File: config.mk
export PLATFORM = sky130hd
export DESIGN_NAME = gpab_port
export DESIGN_NICKNAME = d
export VERILOG_FILES = /design/src/gpab_port.v
export VERILOG_INCLUDE_DIRS = /design/src
export SDC_FILE = /design/constraint.sdc
export NUM_CORES = 1
export LEC_CHECK = 0
export ABC_AREA = 1
export BUFFER_PORTS_ARGS = -buffer_cell sky130_fd_sc_hd__clkbuf_2
export CORE_ASPECT_RATIO = 0.5
export CORE_MARGIN = 2
export CORE_UTILIZATION = 40
export CTS_CLUSTER_SIZE = 24
export DETAILED_ROUTE_END_ITERATION = 8
export HOLD_SLACK_MARGIN = 0.03
export PLACE_DENSITY_LB_ADDON = 0.2
export SLEW_MARGIN = 20
export SYNTH_ARGS = -nofsm -noshare
export SYNTH_HDL_FRONTEND = slang
export SYNTH_SLANG_ARGS = --single-unit
File: constraint.sdc
create_clock -name clk -period 6.6 [get_ports clk]
set_input_delay 0.66 -clock clk [delete_from_list [all_inputs] [get_ports clk]]
set_output_delay 0.66 -clock clk [all_outputs]
set_load 0.01 [all_outputs]
File: src/gpab_defines.vh
// Constants for the dual GPIO port block: register byte addresses,
// reset values, field positions and timing counts.
// Assumes a 32-bit APB with byte addresses on paddr[7:0].
`ifndef GPAB_DEFINES_VH
`define GPAB_DEFINES_VH

// ==========================================================
// Register byte addresses
`define GPAB_ADDR_A_PIN      8'h00
`define GPAB_ADDR_A_LATCH    8'h04
`define GPAB_ADDR_A_DIR      8'h08
`define GPAB_ADDR_ANALOG_SEL 8'h0C
`define GPAB_ADDR_B_PIN      8'h10
`define GPAB_ADDR_B_LATCH    8'h14
`define GPAB_ADDR_B_DIR      8'h18
`define GPAB_ADDR_ICTL1      8'h1C
`define GPAB_ADDR_ICTL2      8'h20
`define GPAB_ADDR_ICTL3      8'h24
`define GPAB_ADDR_ODCTL1     8'h28
`define GPAB_ADDR_DEVCFG     8'h2C

// ==========================================================
// Reset values
`define GPAB_RST_LATCH       8'h00
`define GPAB_RST_DIR         8'hFF
`define GPAB_RST_ANALOG_SEL  8'hFF
`define GPAB_RST_ICTL1       8'h00
`define GPAB_RST_ICTL2       8'hFF
`define GPAB_RST_ICTL3       8'h00
`define GPAB_RST_ODCTL1      8'h00
`define GPAB_RST_DEVCFG      8'h00

// ==========================================================
// Field positions and masks
`define GPAB_CHG_FLAG_BIT    0
`define GPAB_CHG_IE_BIT      3
`define GPAB_PULLUP_DIS_BIT  7
`define GPAB_CCP2_OD_BIT     6
`define GPAB_ODCTL1_MASK     8'hE1
`define GPAB_CFG_OSC_LSB     0
`define GPAB_CFG_OSC_PINFN   2
`define GPAB_CFG_CLKOUT      3
`define GPAB_CFG_CCP2_SEL    4
`define GPAB_CFG_EXT_MCU     5
`define GPAB_DEVCFG_MASK     8'h3F

// Oscillator modes in devcfg[1:0]
`define GPAB_OSC_INTERNAL    2'h0
`define GPAB_OSC_CRYSTAL     2'h1
`define GPAB_OSC_EXTCLK      2'h2

// ==========================================================
// Timing: instruction cycle is four oscillator clocks
`define GPAB_CYC_DIV         4
`define GPAB_CYC_HALF        2'h1

`endif

File: src/gpab_port.v
// Dual 8-bit GPIO port block (ports A and B) with APB register access.
// Assumes pin inputs synchronous to clk; pad drivers resolve out/oe.
//
// Behaviour
// - Port A has eight two-way pins, each with latch and direction bit.
// - Port A direction bit keeps driving control while analog select is on.
// - After reset A0-A3 and A5 are analog reading zero; A4 digital input.
// - Analog mode kills digital input path; digital output stays latch-driven.
// - External oscillator modes: A6/A7 not digital, their latch/direction read zero.
// - Internal oscillator modes: A6/A7 become ordinary digital I/O.
// - External-clock or internal modes: A6 may output oscillator clock divided by four.
// - Pin-function config bit set disables A6/A7 digital input and output.
// - Port B has eight two-way digital pins with latch and direction bits.
// - Clearing the pull-up disable bit enables all port B weak pull-ups.
// - A port B pull-up turns off while its direction bit selects output.
// - Reset leaves all port B pull-ups disabled.
// - B4-B7 detect change; output pins are excluded from comparison.
// - Inputs compare to snapshot from last port B pin data read or write; mismatches ORed set flag.
// - Mismatch keeps setting flag; port B pin data access refreshes snapshot, then flag clearable.
// - Port B change can wake the device from low-power modes.
// - CCP2 select cleared in extended mode: CCP2 output drives B3 over latch.
// - Reading a latch register returns the stored latch, not pin level.
//
// Decided for this implementation: register access over APB and the register addresses.
`include "gpab_defines.vh"

module gpab_port (
    input  wire        clk,
    input  wire        rst,
    input  wire        psel,
    input  wire        penable,
    input  wire        pwrite,
    input  wire [7:0]  paddr,
    input  wire [31:0] pwdata,
    output reg  [31:0] prdata,
    output reg         pready,
    output reg         pslverr,
    input  wire [7:0]  portAIn,
    output reg  [7:0]  portAOut,
    output reg  [7:0]  portAOe,
    output reg  [7:0]  portAAnalog,
    input  wire [7:0]  portBIn,
    output reg  [7:0]  portBOut,
    output reg  [7:0]  portBOe,
    output reg  [7:0]  portBPullupEn,
    input  wire        ccpTwoOut,
    output reg         changeWake
);

    // ======================================================
    // Registers
    reg  [7:0] outLatchA_reg;
    reg  [7:0] dirA_reg;
    reg  [7:0] analogSel_reg;
    reg  [7:0] outLatchB_reg;
    reg  [7:0] dirB_reg;
    reg  [7:0] intCtl1_reg;
    reg  [7:0] intCtl2_reg;
    reg  [7:0] intCtl3_reg;
    reg  [7:0] odCtl1_reg;
    reg  [7:0] devCfg_reg;
    reg  [3:0] changeSnap_reg;
    reg  [1:0] cycDiv_reg;
    reg        cycClk_reg;

    // Register map (byte address, value in the low byte of the word):
    // 00 port A pin data   04 port A latch    08 port A direction
    // 0C analog select     10 port B pin data 14 port B latch
    // 18 port B direction  1C control one     20 control two
    // 24 control three     28 open-drain one  2C device configuration
    // Unmapped addresses answer with pslverr and read zero
    // Device configuration word:
    // [1:0] oscillator mode, [2] pin-function, [3] cycle clock on A6,
    // [4] channel two pin select, [5] extended mode

    // ======================================================
    // Bus decode
    wire       xferDone  = psel & penable & pready;
    wire       wrEn      = xferDone & pwrite;
    wire       rdEn      = xferDone & ~pwrite;
    wire [7:0] wData     = pwdata[7:0];
    wire       portBHit  = (paddr == `GPAB_ADDR_B_PIN);

    // ======================================================
    // Mode decode
    wire [1:0] oscMode   = devCfg_reg[`GPAB_CFG_OSC_LSB +: 2];
    wire       pinFnCfg  = devCfg_reg[`GPAB_CFG_OSC_PINFN];
    wire       ccpOwnsB3 = ~devCfg_reg[`GPAB_CFG_CCP2_SEL] & devCfg_reg[`GPAB_CFG_EXT_MCU];
    // A6/A7 are port pins only on an internal oscillator with the pin-function bit clear
    wire       digA67    = (oscMode == `GPAB_OSC_INTERNAL) & ~pinFnCfg;
    wire       clkOutSel = devCfg_reg[`GPAB_CFG_CLKOUT] &
                           ((oscMode == `GPAB_OSC_EXTCLK) | (oscMode == `GPAB_OSC_INTERNAL));

    // Analog-capable pins: A0-A3 on select bits 0-3, A5 on select bit 4
    wire [7:0] analogA   = {2'b00, analogSel_reg[4], 1'b0, analogSel_reg[3:0]};

    // Which port A pins behave as digital I/O at all
    wire [7:0] digPinA   = {digA67, digA67 & ~clkOutSel, 6'h3F};
    wire [7:0] digInEnA  = digPinA & ~analogA;

    // Latch and direction of A6/A7 read as zero when they are not port pins
    wire [7:0] visMaskA  = {digA67, digA67, 6'h3F};

    // ======================================================
    // Change detection on B4-B7
    wire [3:0] mismatch;
    genvar gi;
    generate
        for (gi = 0; gi < 4; gi = gi + 1) begin : g_chg
            // Output pins never take part in the comparison
            assign mismatch[gi] = dirB_reg[gi + 4] &
                                  (portBIn[gi + 4] ^ changeSnap_reg[gi]);
        end
    endgenerate
    wire       anyMismatch = |mismatch;

    // ======================================================
    // Read data
    reg  [7:0] readMux;
    reg        addrOk;
    always @* begin
        readMux = 8'h00;
        addrOk  = 1'b1;
        case (paddr)
            `GPAB_ADDR_A_PIN:    readMux = portAIn & digInEnA;
            `GPAB_ADDR_A_LATCH:  readMux = outLatchA_reg & visMaskA;
            `GPAB_ADDR_A_DIR:    readMux = dirA_reg & visMaskA;
            `GPAB_ADDR_ANALOG_SEL: readMux = analogSel_reg;
            `GPAB_ADDR_B_PIN:    readMux = portBIn;
            `GPAB_ADDR_B_LATCH:  readMux = outLatchB_reg;
            `GPAB_ADDR_B_DIR:    readMux = dirB_reg;
            `GPAB_ADDR_ICTL1:    readMux = intCtl1_reg;
            `GPAB_ADDR_ICTL2:    readMux = intCtl2_reg;
            `GPAB_ADDR_ICTL3:    readMux = intCtl3_reg;
            `GPAB_ADDR_ODCTL1:   readMux = odCtl1_reg;
            `GPAB_ADDR_DEVCFG:   readMux = devCfg_reg;
            default: begin
                readMux = 8'h00;
                addrOk  = 1'b0;
            end
        endcase
    end

    // ======================================================
    // APB answer: one wait state, data and error registered
    // Ready pulses once per access phase, so back-to-back transfers work
    always @(posedge clk or posedge rst) begin
        if (rst) begin
            pready <= 1'b0;
        end else begin
            pready <= psel & penable & ~pready;
        end
    end

    // Read data holds between transfers
    always @(posedge clk or posedge rst) begin
        if (rst) begin
            prdata <= 32'h0000_0000;
        end else if (psel & penable & ~pready) begin
            prdata <= {24'h00_0000, readMux};
        end
    end

    // Error only ever stands beside ready
    always @(posedge clk or posedge rst) begin
        if (rst) begin
            pslverr <= 1'b0;
        end else begin
            pslverr <= psel & penable & ~pready & ~addrOk;
        end
    end

    // ======================================================
    // Register writes
    // One strobe per register except control one, high only at the completing edge
    wire       wrLatchA  = wrEn & ((paddr == `GPAB_ADDR_A_PIN) | (paddr == `GPAB_ADDR_A_LATCH));
    wire       wrDirA    = wrEn & (paddr == `GPAB_ADDR_A_DIR);
    wire       wrAnalog  = wrEn & (paddr == `GPAB_ADDR_ANALOG_SEL);
    wire       wrLatchB  = wrEn & ((paddr == `GPAB_ADDR_B_PIN) | (paddr == `GPAB_ADDR_B_LATCH));
    wire       wrDirB    = wrEn & (paddr == `GPAB_ADDR_B_DIR);
    wire       wrCtl2    = wrEn & (paddr == `GPAB_ADDR_ICTL2);
    wire       wrCtl3    = wrEn & (paddr == `GPAB_ADDR_ICTL3);
    wire       wrOdCtl   = wrEn & (paddr == `GPAB_ADDR_ODCTL1);
    wire       wrDevCfg  = wrEn & (paddr == `GPAB_ADDR_DEVCFG);
    wire       wrNone    = 1'b0;

    // Port A latch, through the latch word or the pin data word
    always @(posedge clk or posedge rst) begin
        if (rst) begin
            outLatchA_reg <= `GPAB_RST_LATCH;
        end else if (wrLatchA) begin
            outLatchA_reg <= wData;
        end
    end

    // Hidden A6/A7 bits are kept, so they return when the pins are freed
    always @(posedge clk or posedge rst) begin
        if (rst) begin
            dirA_reg <= `GPAB_RST_DIR;
        end else if (wrDirA) begin
            dirA_reg <= wData;
        end
    end

    // Analog select, all analog-capable pins (A0-A3, A5) analog after reset
    always @(posedge clk or posedge rst) begin
        if (rst) begin
            analogSel_reg <= `GPAB_RST_ANALOG_SEL;
        end else if (wrAnalog) begin
            analogSel_reg <= wData;
        end
    end

    // Port B latch, through the latch word or the pin data word
    always @(posedge clk or posedge rst) begin
        if (rst) begin
            outLatchB_reg <= `GPAB_RST_LATCH;
        end else if (wrLatchB) begin
            outLatchB_reg <= wData;
        end
    end

    // Port B direction
    always @(posedge clk or posedge rst) begin
        if (rst) begin
            dirB_reg <= `GPAB_RST_DIR;
        end else if (wrDirB) begin
            dirB_reg <= wData;
        end
    end

    // Control two: pull-up disable set after reset
    always @(posedge clk or posedge rst) begin
        if (rst) begin
            intCtl2_reg <= `GPAB_RST_ICTL2;
        end else if (wrCtl2) begin
            intCtl2_reg <= wData;
        end
    end

    // Control three is plain storage here
    always @(posedge clk or posedge rst) begin
        if (rst) begin
            intCtl3_reg <= `GPAB_RST_ICTL3;
        end else if (wrCtl3 | wrNone) begin
            intCtl3_reg <= wData;
        end
    end

    // Open-drain control, reserved bits stay zero
    always @(posedge clk or posedge rst) begin
        if (rst) begin
            odCtl1_reg <= `GPAB_RST_ODCTL1;
        end else if (wrOdCtl) begin
            odCtl1_reg <= wData & `GPAB_ODCTL1_MASK;
        end
    end

    // Device configuration, reserved bits stay zero
    always @(posedge clk or posedge rst) begin
        if (rst) begin
            devCfg_reg <= `GPAB_RST_DEVCFG;
        end else if (wrDevCfg) begin
            devCfg_reg <= wData & `GPAB_DEVCFG_MASK;
        end
    end

    // ======================================================
    // Control register 1 and the change flag
    // A persisting mismatch beats a software clear in the same cycle
    always @(posedge clk or posedge rst) begin
        if (rst) begin
            intCtl1_reg <= `GPAB_RST_ICTL1;
        end else if (wrEn && paddr == `GPAB_ADDR_ICTL1) begin
            intCtl1_reg <= {wData[7:1], wData[0] | anyMismatch};
        end else if (anyMismatch) begin
            intCtl1_reg[`GPAB_CHG_FLAG_BIT] <= 1'b1;
        end
    end

    // Snapshot reloads on any port B pin data access, read or write
    always @(posedge clk or posedge rst) begin
        if (rst) begin
            changeSnap_reg <= 4'h0;
        end else if ((rdEn | wrEn) & portBHit) begin
            changeSnap_reg <= portBIn[7:4];
        end
    end

    // ======================================================
    // Instruction cycle clock: clk divided by four
    // The square wave is pin data only, never used as a clock
    always @(posedge clk or posedge rst) begin
        if (rst) begin
            cycDiv_reg <= 2'h0;
        end else begin
            cycDiv_reg <= cycDiv_reg + 2'h1;
        end
    end

    always @(posedge clk or posedge rst) begin
        if (rst) begin
            cycClk_reg <= 1'b0;
        end else if (cycDiv_reg == `GPAB_CYC_HALF || cycDiv_reg == 2'h3) begin
            cycClk_reg <= ~cycClk_reg;
        end
    end

    // ======================================================
    // Pin drivers, next values, one slice per pin
    wire [7:0] aOutNext;
    wire [7:0] aOeNext;
    wire [7:0] bOutNext;
    wire [7:0] bOeNext;
    wire [7:0] bPullNext;
    wire       pullupOn  = ~intCtl2_reg[`GPAB_PULLUP_DIS_BIT];
    wire       ccpOpenDr = odCtl1_reg[`GPAB_CCP2_OD_BIT];
    genvar pi;
    generate
        for (pi = 0; pi < 8; pi = pi + 1) begin : g_pin
            // Only A6 can carry the cycle clock, only B3 the channel output
            wire aIsClk = (pi == 6) && clkOutSel;
            wire bIsCcp = (pi == 3) && ccpOwnsB3;
            // Port A slice
            assign aOutNext[pi]  = aIsClk ? cycClk_reg : outLatchA_reg[pi];
            // Direction bit and digital-pin ownership gate the driver; analog select does not
            assign aOeNext[pi]   = aIsClk | (~dirA_reg[pi] & digPinA[pi]);
            // Port B slice; open-drain option only ever pulls low
            assign bOutNext[pi]  = bIsCcp ? (ccpTwoOut & ~ccpOpenDr) : outLatchB_reg[pi];
            assign bOeNext[pi]   = bIsCcp ? (~ccpOpenDr | ~ccpTwoOut) : ~dirB_reg[pi];
            // Pull-ups only on pins whose direction bit is set, only while the disable bit is low
            assign bPullNext[pi] = pullupOn & dirB_reg[pi];
        end
    endgenerate

    // ======================================================
    // Registered outputs
    // Port A pads
    always @(posedge clk or posedge rst) begin
        if (rst) begin
            portAOut    <= 8'h00;
            portAOe     <= 8'h00;
            portAAnalog <= 8'h00;
        end else begin
            portAOut    <= aOutNext;
            portAOe     <= aOeNext;
            portAAnalog <= analogA;
        end
    end

    // Port B pads
    always @(posedge clk or posedge rst) begin
        if (rst) begin
            portBOut      <= 8'h00;
            portBOe       <= 8'h00;
            portBPullupEn <= 8'h00;
        end else begin
            portBOut      <= bOutNext;
            portBOe       <= bOeNext;
            portBPullupEn <= bPullNext;
        end
    end

    // Wake follows the enabled flag, independent of global enable
    always @(posedge clk or posedge rst) begin
        if (rst) begin
            changeWake <= 1'b0;
        end else begin
            changeWake <= intCtl1_reg[`GPAB_CHG_FLAG_BIT] & intCtl1_reg[`GPAB_CHG_IE_BIT];
        end
    end

endmodule // gpab_port

-- After elaboration in Yosys (flattened, before gate mapping)
Index checks and enable logic that the tools add are counted.
W data, S select, Z words.
- flip-flop bits (word level): 137
- input bits: 62
- output and inout port bits: 83
- word-level logic and storage cells: 131
- add/sub/neg operators: 1
- equality and inequality tests: 14
- muxes and demuxes: 7
- bitwise gates (word level): 78
- reductions and logical operators: 7
- operator list (cell ; count):
    $pmux W8 S12 ; 1
    $and A1 B1 Y1 ; 36
    $and A8 B8 Y8 ; 4
    $eq A8 B5 Y1 const B ; 4
    $eq A8 B6 Y1 const B ; 4
    $not A1 Y1 ; 26
    $eq A8 B4 Y1 const B ; 2
    $reduce_or A12 Y1 ; 1
    $eq A8 B3 Y1 const B ; 1
    $logic_not A8 Y1 ; 1
    $not A6 Y8 ; 1
    $or A1 B1 Y1 ; 7
    $mux W1 ; 6
    $eq A2 B2 Y1 const B ; 2
    $reduce_or A4 Y1 ; 1
    $xor A1 B1 Y1 ; 4
    $add A2 B1 Y2 const B ; 1
    $eq A2 B1 Y1 const B ; 1
    $logic_not A2 Y1 ; 1
    $reduce_bool A2 Y1 ; 1
    $logic_and A1 B1 Y1 ; 1
    $logic_or A1 B1 Y1 ; 1

-- Depth between registers and ports, before layout
- depth in word-level cells: 8
- mapped depth: 11
- gate-level depth less buffers: 9

-- Least setup slack after synthesis
OpenSTA, ideal clock, no wires.
- path type: input to register
- start point: input port paddr[1]
- end point: register outLatchA_reg[0]
- library setup time: 0.123 ns
- arrival time: 1.591 ns
- path slack: 4.886 ns
- stages: 7
- buffers on the path: 1
- cell sequence: nor2_2 nand3_2 nor2_2 o21ai_4 buf_6 nand2_1 o21ai_2
- cells in the longest elaborated chain, start to end: 3
- elaborated cells between the ends (all ways): 4
- RTL lines (what ; RTL line ; text):
    start, declared ; gpab_port.v:33 ; input wire [7:0] paddr,
    $eq A8 B3 Y1 or $logic_not A8 Y1 (tied branches) ; -- ;
    $or A1 B1 Y1 * ; gpab_port.v:176 ; wire wrLatchA = wrEn & ((paddr == `GPAB_ADDR_A_PIN) | (paddr == `GPAB_ADDR_A_LATCH));
    $and A1 B1 Y1 * ; gpab_port.v:176 ;
    end signal, assigned ; gpab_port.v:190 ; outLatchA_reg <= `GPAB_RST_LATCH;
    end signal, assigned ; gpab_port.v:192 ; outLatchA_reg <= wData;
    end, declared ; gpab_port.v:52 ; reg [7:0] outLatchA_reg;
Every way passes the cells marked *; elsewhere a longest branch is shown, timed or not.
A chain may end at the register's enable or synchronous reset.

-- Worst setup path after layout
- start point: input port paddr[0]
- end point: register dirA_reg[2]
- cells in the longest elaborated chain, start to end: 2
- RTL lines (what ; RTL line ; text):
    $eq A8 B4 Y1 ; -- ;
    $and A1 B1 Y1 ; gpab_port.v:177 ; wire wrDirA = wrEn & (paddr == `GPAB_ADDR_A_DIR);
    end signal, assigned ; gpab_port.v:199 ; dirA_reg <= `GPAB_RST_DIR;
    end signal, assigned ; gpab_port.v:201 ; dirA_reg <= wData;
    end, declared ; gpab_port.v:53 ; reg [7:0] dirA_reg;
Every way passes these cells.

==> summary.txt <==
Timing
  – Clk_skew: 0.01057 ns
  – Final count of hold timing violations: 0
  – Setup violators final: 0
  – Final Max Tran Viols: 0
  – RSZ-0062 raised after global routing: false
  – Worst-margin pin slew: 1.081 ns
  – Crit path time final: 2.221 ns
  – Setup WS post-layout: 4.379 ns
  – TNS Setup: 0 ns
  – Fmax: 450.3 MHz
  – Max-slew headroom: 27.87%
  – Part of the cycle the worst path needs: 33.64%

Layout
  – Nets: 818
  – Commonest cells after routing, fill and taps aside: nand2_1, dfrtp_1, clkbuf_2, o21ai_0, nand3_1
  – Share of cells above drive strength 1: 26.21%
  – Antenna Cells: 0
  – Most common cell after layout, fill and taps aside: nand2_1
  – Synthesis-to-layout area growth: 18.50%

Routing
  – DR vias/cell: 4.899
  – Remaining DRCs: 0
  – Vias after detailed routing: 4728
  – WL/cell: 15.96 um
  – Final ANT Viol Nets: 0
  – DR pass1 iterations: 7
  – Total Wirelength: 15400 um
  – DRT iter0 DRCs: 411

Worst hold path
  – Hold crit path type: primary input to asynchronous set/reset pin

Pwr
  – Final Total Pwr: 1.918 mW
  – Pleak: 3.473 nW
  – Pwr Density: 269.5 nW/um^2
  – Peak VDD IR: 0.0001551 V

Floorplanning
  – Die area: 16070 um^2
  – Die X: 177.3 um
  – Die height: 90.66 um
  – Initial Util: 41.19%
  – I/O pins: 145
  – FP Rows: 31
  – Area of the core: 14580 um^2

Logic synthesis
  – Seq cells post-synth: 137
  – Post-Synthesis Cells: 660
  – Mapped cell area: 6007 um^2
  – Post-Syn Area per Cell: 9.102 um^2
  – Synth warn: 0
  – Synth cell types: 32
  – Synth area leader: dfrtp_1
  – Seq/Total Area, Yosys: 57.74%
  – Yosys top cell area share: 43.74%
  – Top post-synthesis cells by area: dfrtp_1, dfstp_2, nand2_1

Global route
  – Initial antenna violation count: 0
  – Largest net degree at the start of global routing: 71
  – Global-route total usage across every layer: 20.07%
  – Vias in the first global route: 4334
  – Global-route wire length before repair: 24120 um
  – Gr ovfl total: 0

Clocking
  – TritonCTS buffer count: 17
  – Clock transition at path regs: 0.06 ns
  – H-tree Lvls: 4
  – CTS Root Cell: clkbuf_16
  – Cts hold-fix bufs: 0
  – Longest Clk Path Bufs: 2
  – Clk_lat worst skew: 0.42 ns
  – CTS tree: built
  – Postcts setup bufs: 0
  – Sink Count: 137
  – Post-CTS sizing: 0

Setup path
  – Critical-path top delay cell: nor2_2
  – R2R Path End: pslverr
  – CP cell instances: clkbuf_2 -> inv_1 -> nand2_2 -> nor2_2 -> nand3_2 -> o21ai_0
  – Crit-path max FO: 20
  – R2R Setup Slk: 4.88 ns
  – Reg2reg path depth: 3
  – Crit-path leading delay family: simple AND/OR/NAND/NOR gates
  – CP Capture Type: register
  – Kind of critical path: primary input to register
  – R2r startpoint: pready
  – Largest stage delay, worst path: 0.83 ns
  – Crit path depth: 6
  – Crit path DAT: 2.55 ns
  – CP required: 6.93 ns
  – Crit path launch: paddr[0]
  – CP Capture Point: dirA_reg[2]
  – Nature of the critical path startpoint: primary input
  – Critical path buffers and inverters: 2

Placed design
  – Hpwl dp: 10600 um
  – Pre-CTS WS: 3.965 ns
  – GPL Wtd Cong: 0.8602
  – Number of port buffers: 93

Status
  – Status: complete, no violations

Job
  – Max-Cap Viols: 0
[cell usage after synthesis (all sizes together)]
master / count
dfstp: 32
dfrtp: 105
a21oi: 3
a31oi: 1
nor4: 2
clkinv: 2
nor2: 60
clkbuf: 3
buf: 42
xnor2: 2
o211ai: 1
o21ai: 84
conb: 1
inv: 47
xor2: 1
nand2: 203
nand3b: 1
nand3: 65
mux2: 3
ha: 2
[worst min-delay path by stage]
stage | start | end | slack, ns
after floorplan | outLatchA_reg[0] | portAOut[0] | 0.37
after global placement | outLatchB_reg[1] | portBOut[1] | 0.40
after detailed placement | outLatchB_reg[2] | portBOut[2] | 0.40
after CTS | rst | portBOe[0] | 0.35
after global routing | rst | portBOe[0] | 0.37
final | rst | portBOe[0] | 0.31
[logic make-up (layout without fill, tap and decap cells)]
logic type               count (synthesis)  count (layout)  share of synthesized area (%)
buffers and inverters                   94             175                          8.456
XOR/XNOR                                 3               3                         0.4375
AO/OA/AOI/OAI                           89              89                          8.228
adder cells (fa/ha/maj)                  2               2                         0.4165
multiplexers                             3               3                         0.5623
flip-flops                             137             137                          57.74
AND/OR/NAND/NOR                        331             331                          24.10
other                                    1              27                        0.06243
[final cells by class]
class	count	area [um^2]
fill	1440	7466
tap	198	247.7
sequential	137	3468
timing repair buffer	94	473.0
clock inverter	15	185.2
multi-input combinational	455	2128
inverter	49	190.2
clock buffer	17	425.4
[metal layers]
| layer | part of all wire (%) | track usage (%) |
|---|---|---|
| met1 | 50 | 31.04 |
| met2 | 42 | 28.08 |
| met3 | 6.5 | 4.251 |
| met4 | 1.0 | 5.601 |
| met5 | 0 | 0 |
[metrics by stage]
| step | instances | hold slack [ns] | util [%] | area, um^2 |
|---|---|---|---|---|
| floorplan | 686 | 0.3744 | - | 6105 |
| global placement | 933 | 0.3966 | 44.62 | 6507 |
| detailed placement | 933 | 0.3962 | 44.62 | 6507 |
| CTS | 965 | 0.3509 | 48.81 | 7118 |
| global route | 965 | 0.3710 | 48.81 | 7118 |
| finish | 965 | 0.3133 | 48.81 | 7118 |
[power breakdown]
part | leakage, nW | internal, mW | switching [mW]
clock | 0.296 | 0.602 | 0.392
sequential | 1.70 | 0.846 | 0.00283
combinational | 1.47 | 0.0161 | 0.0593
total | 3.47 | 1.46 | 0.455
Note: power is estimated with default switching activity, not from simulation.
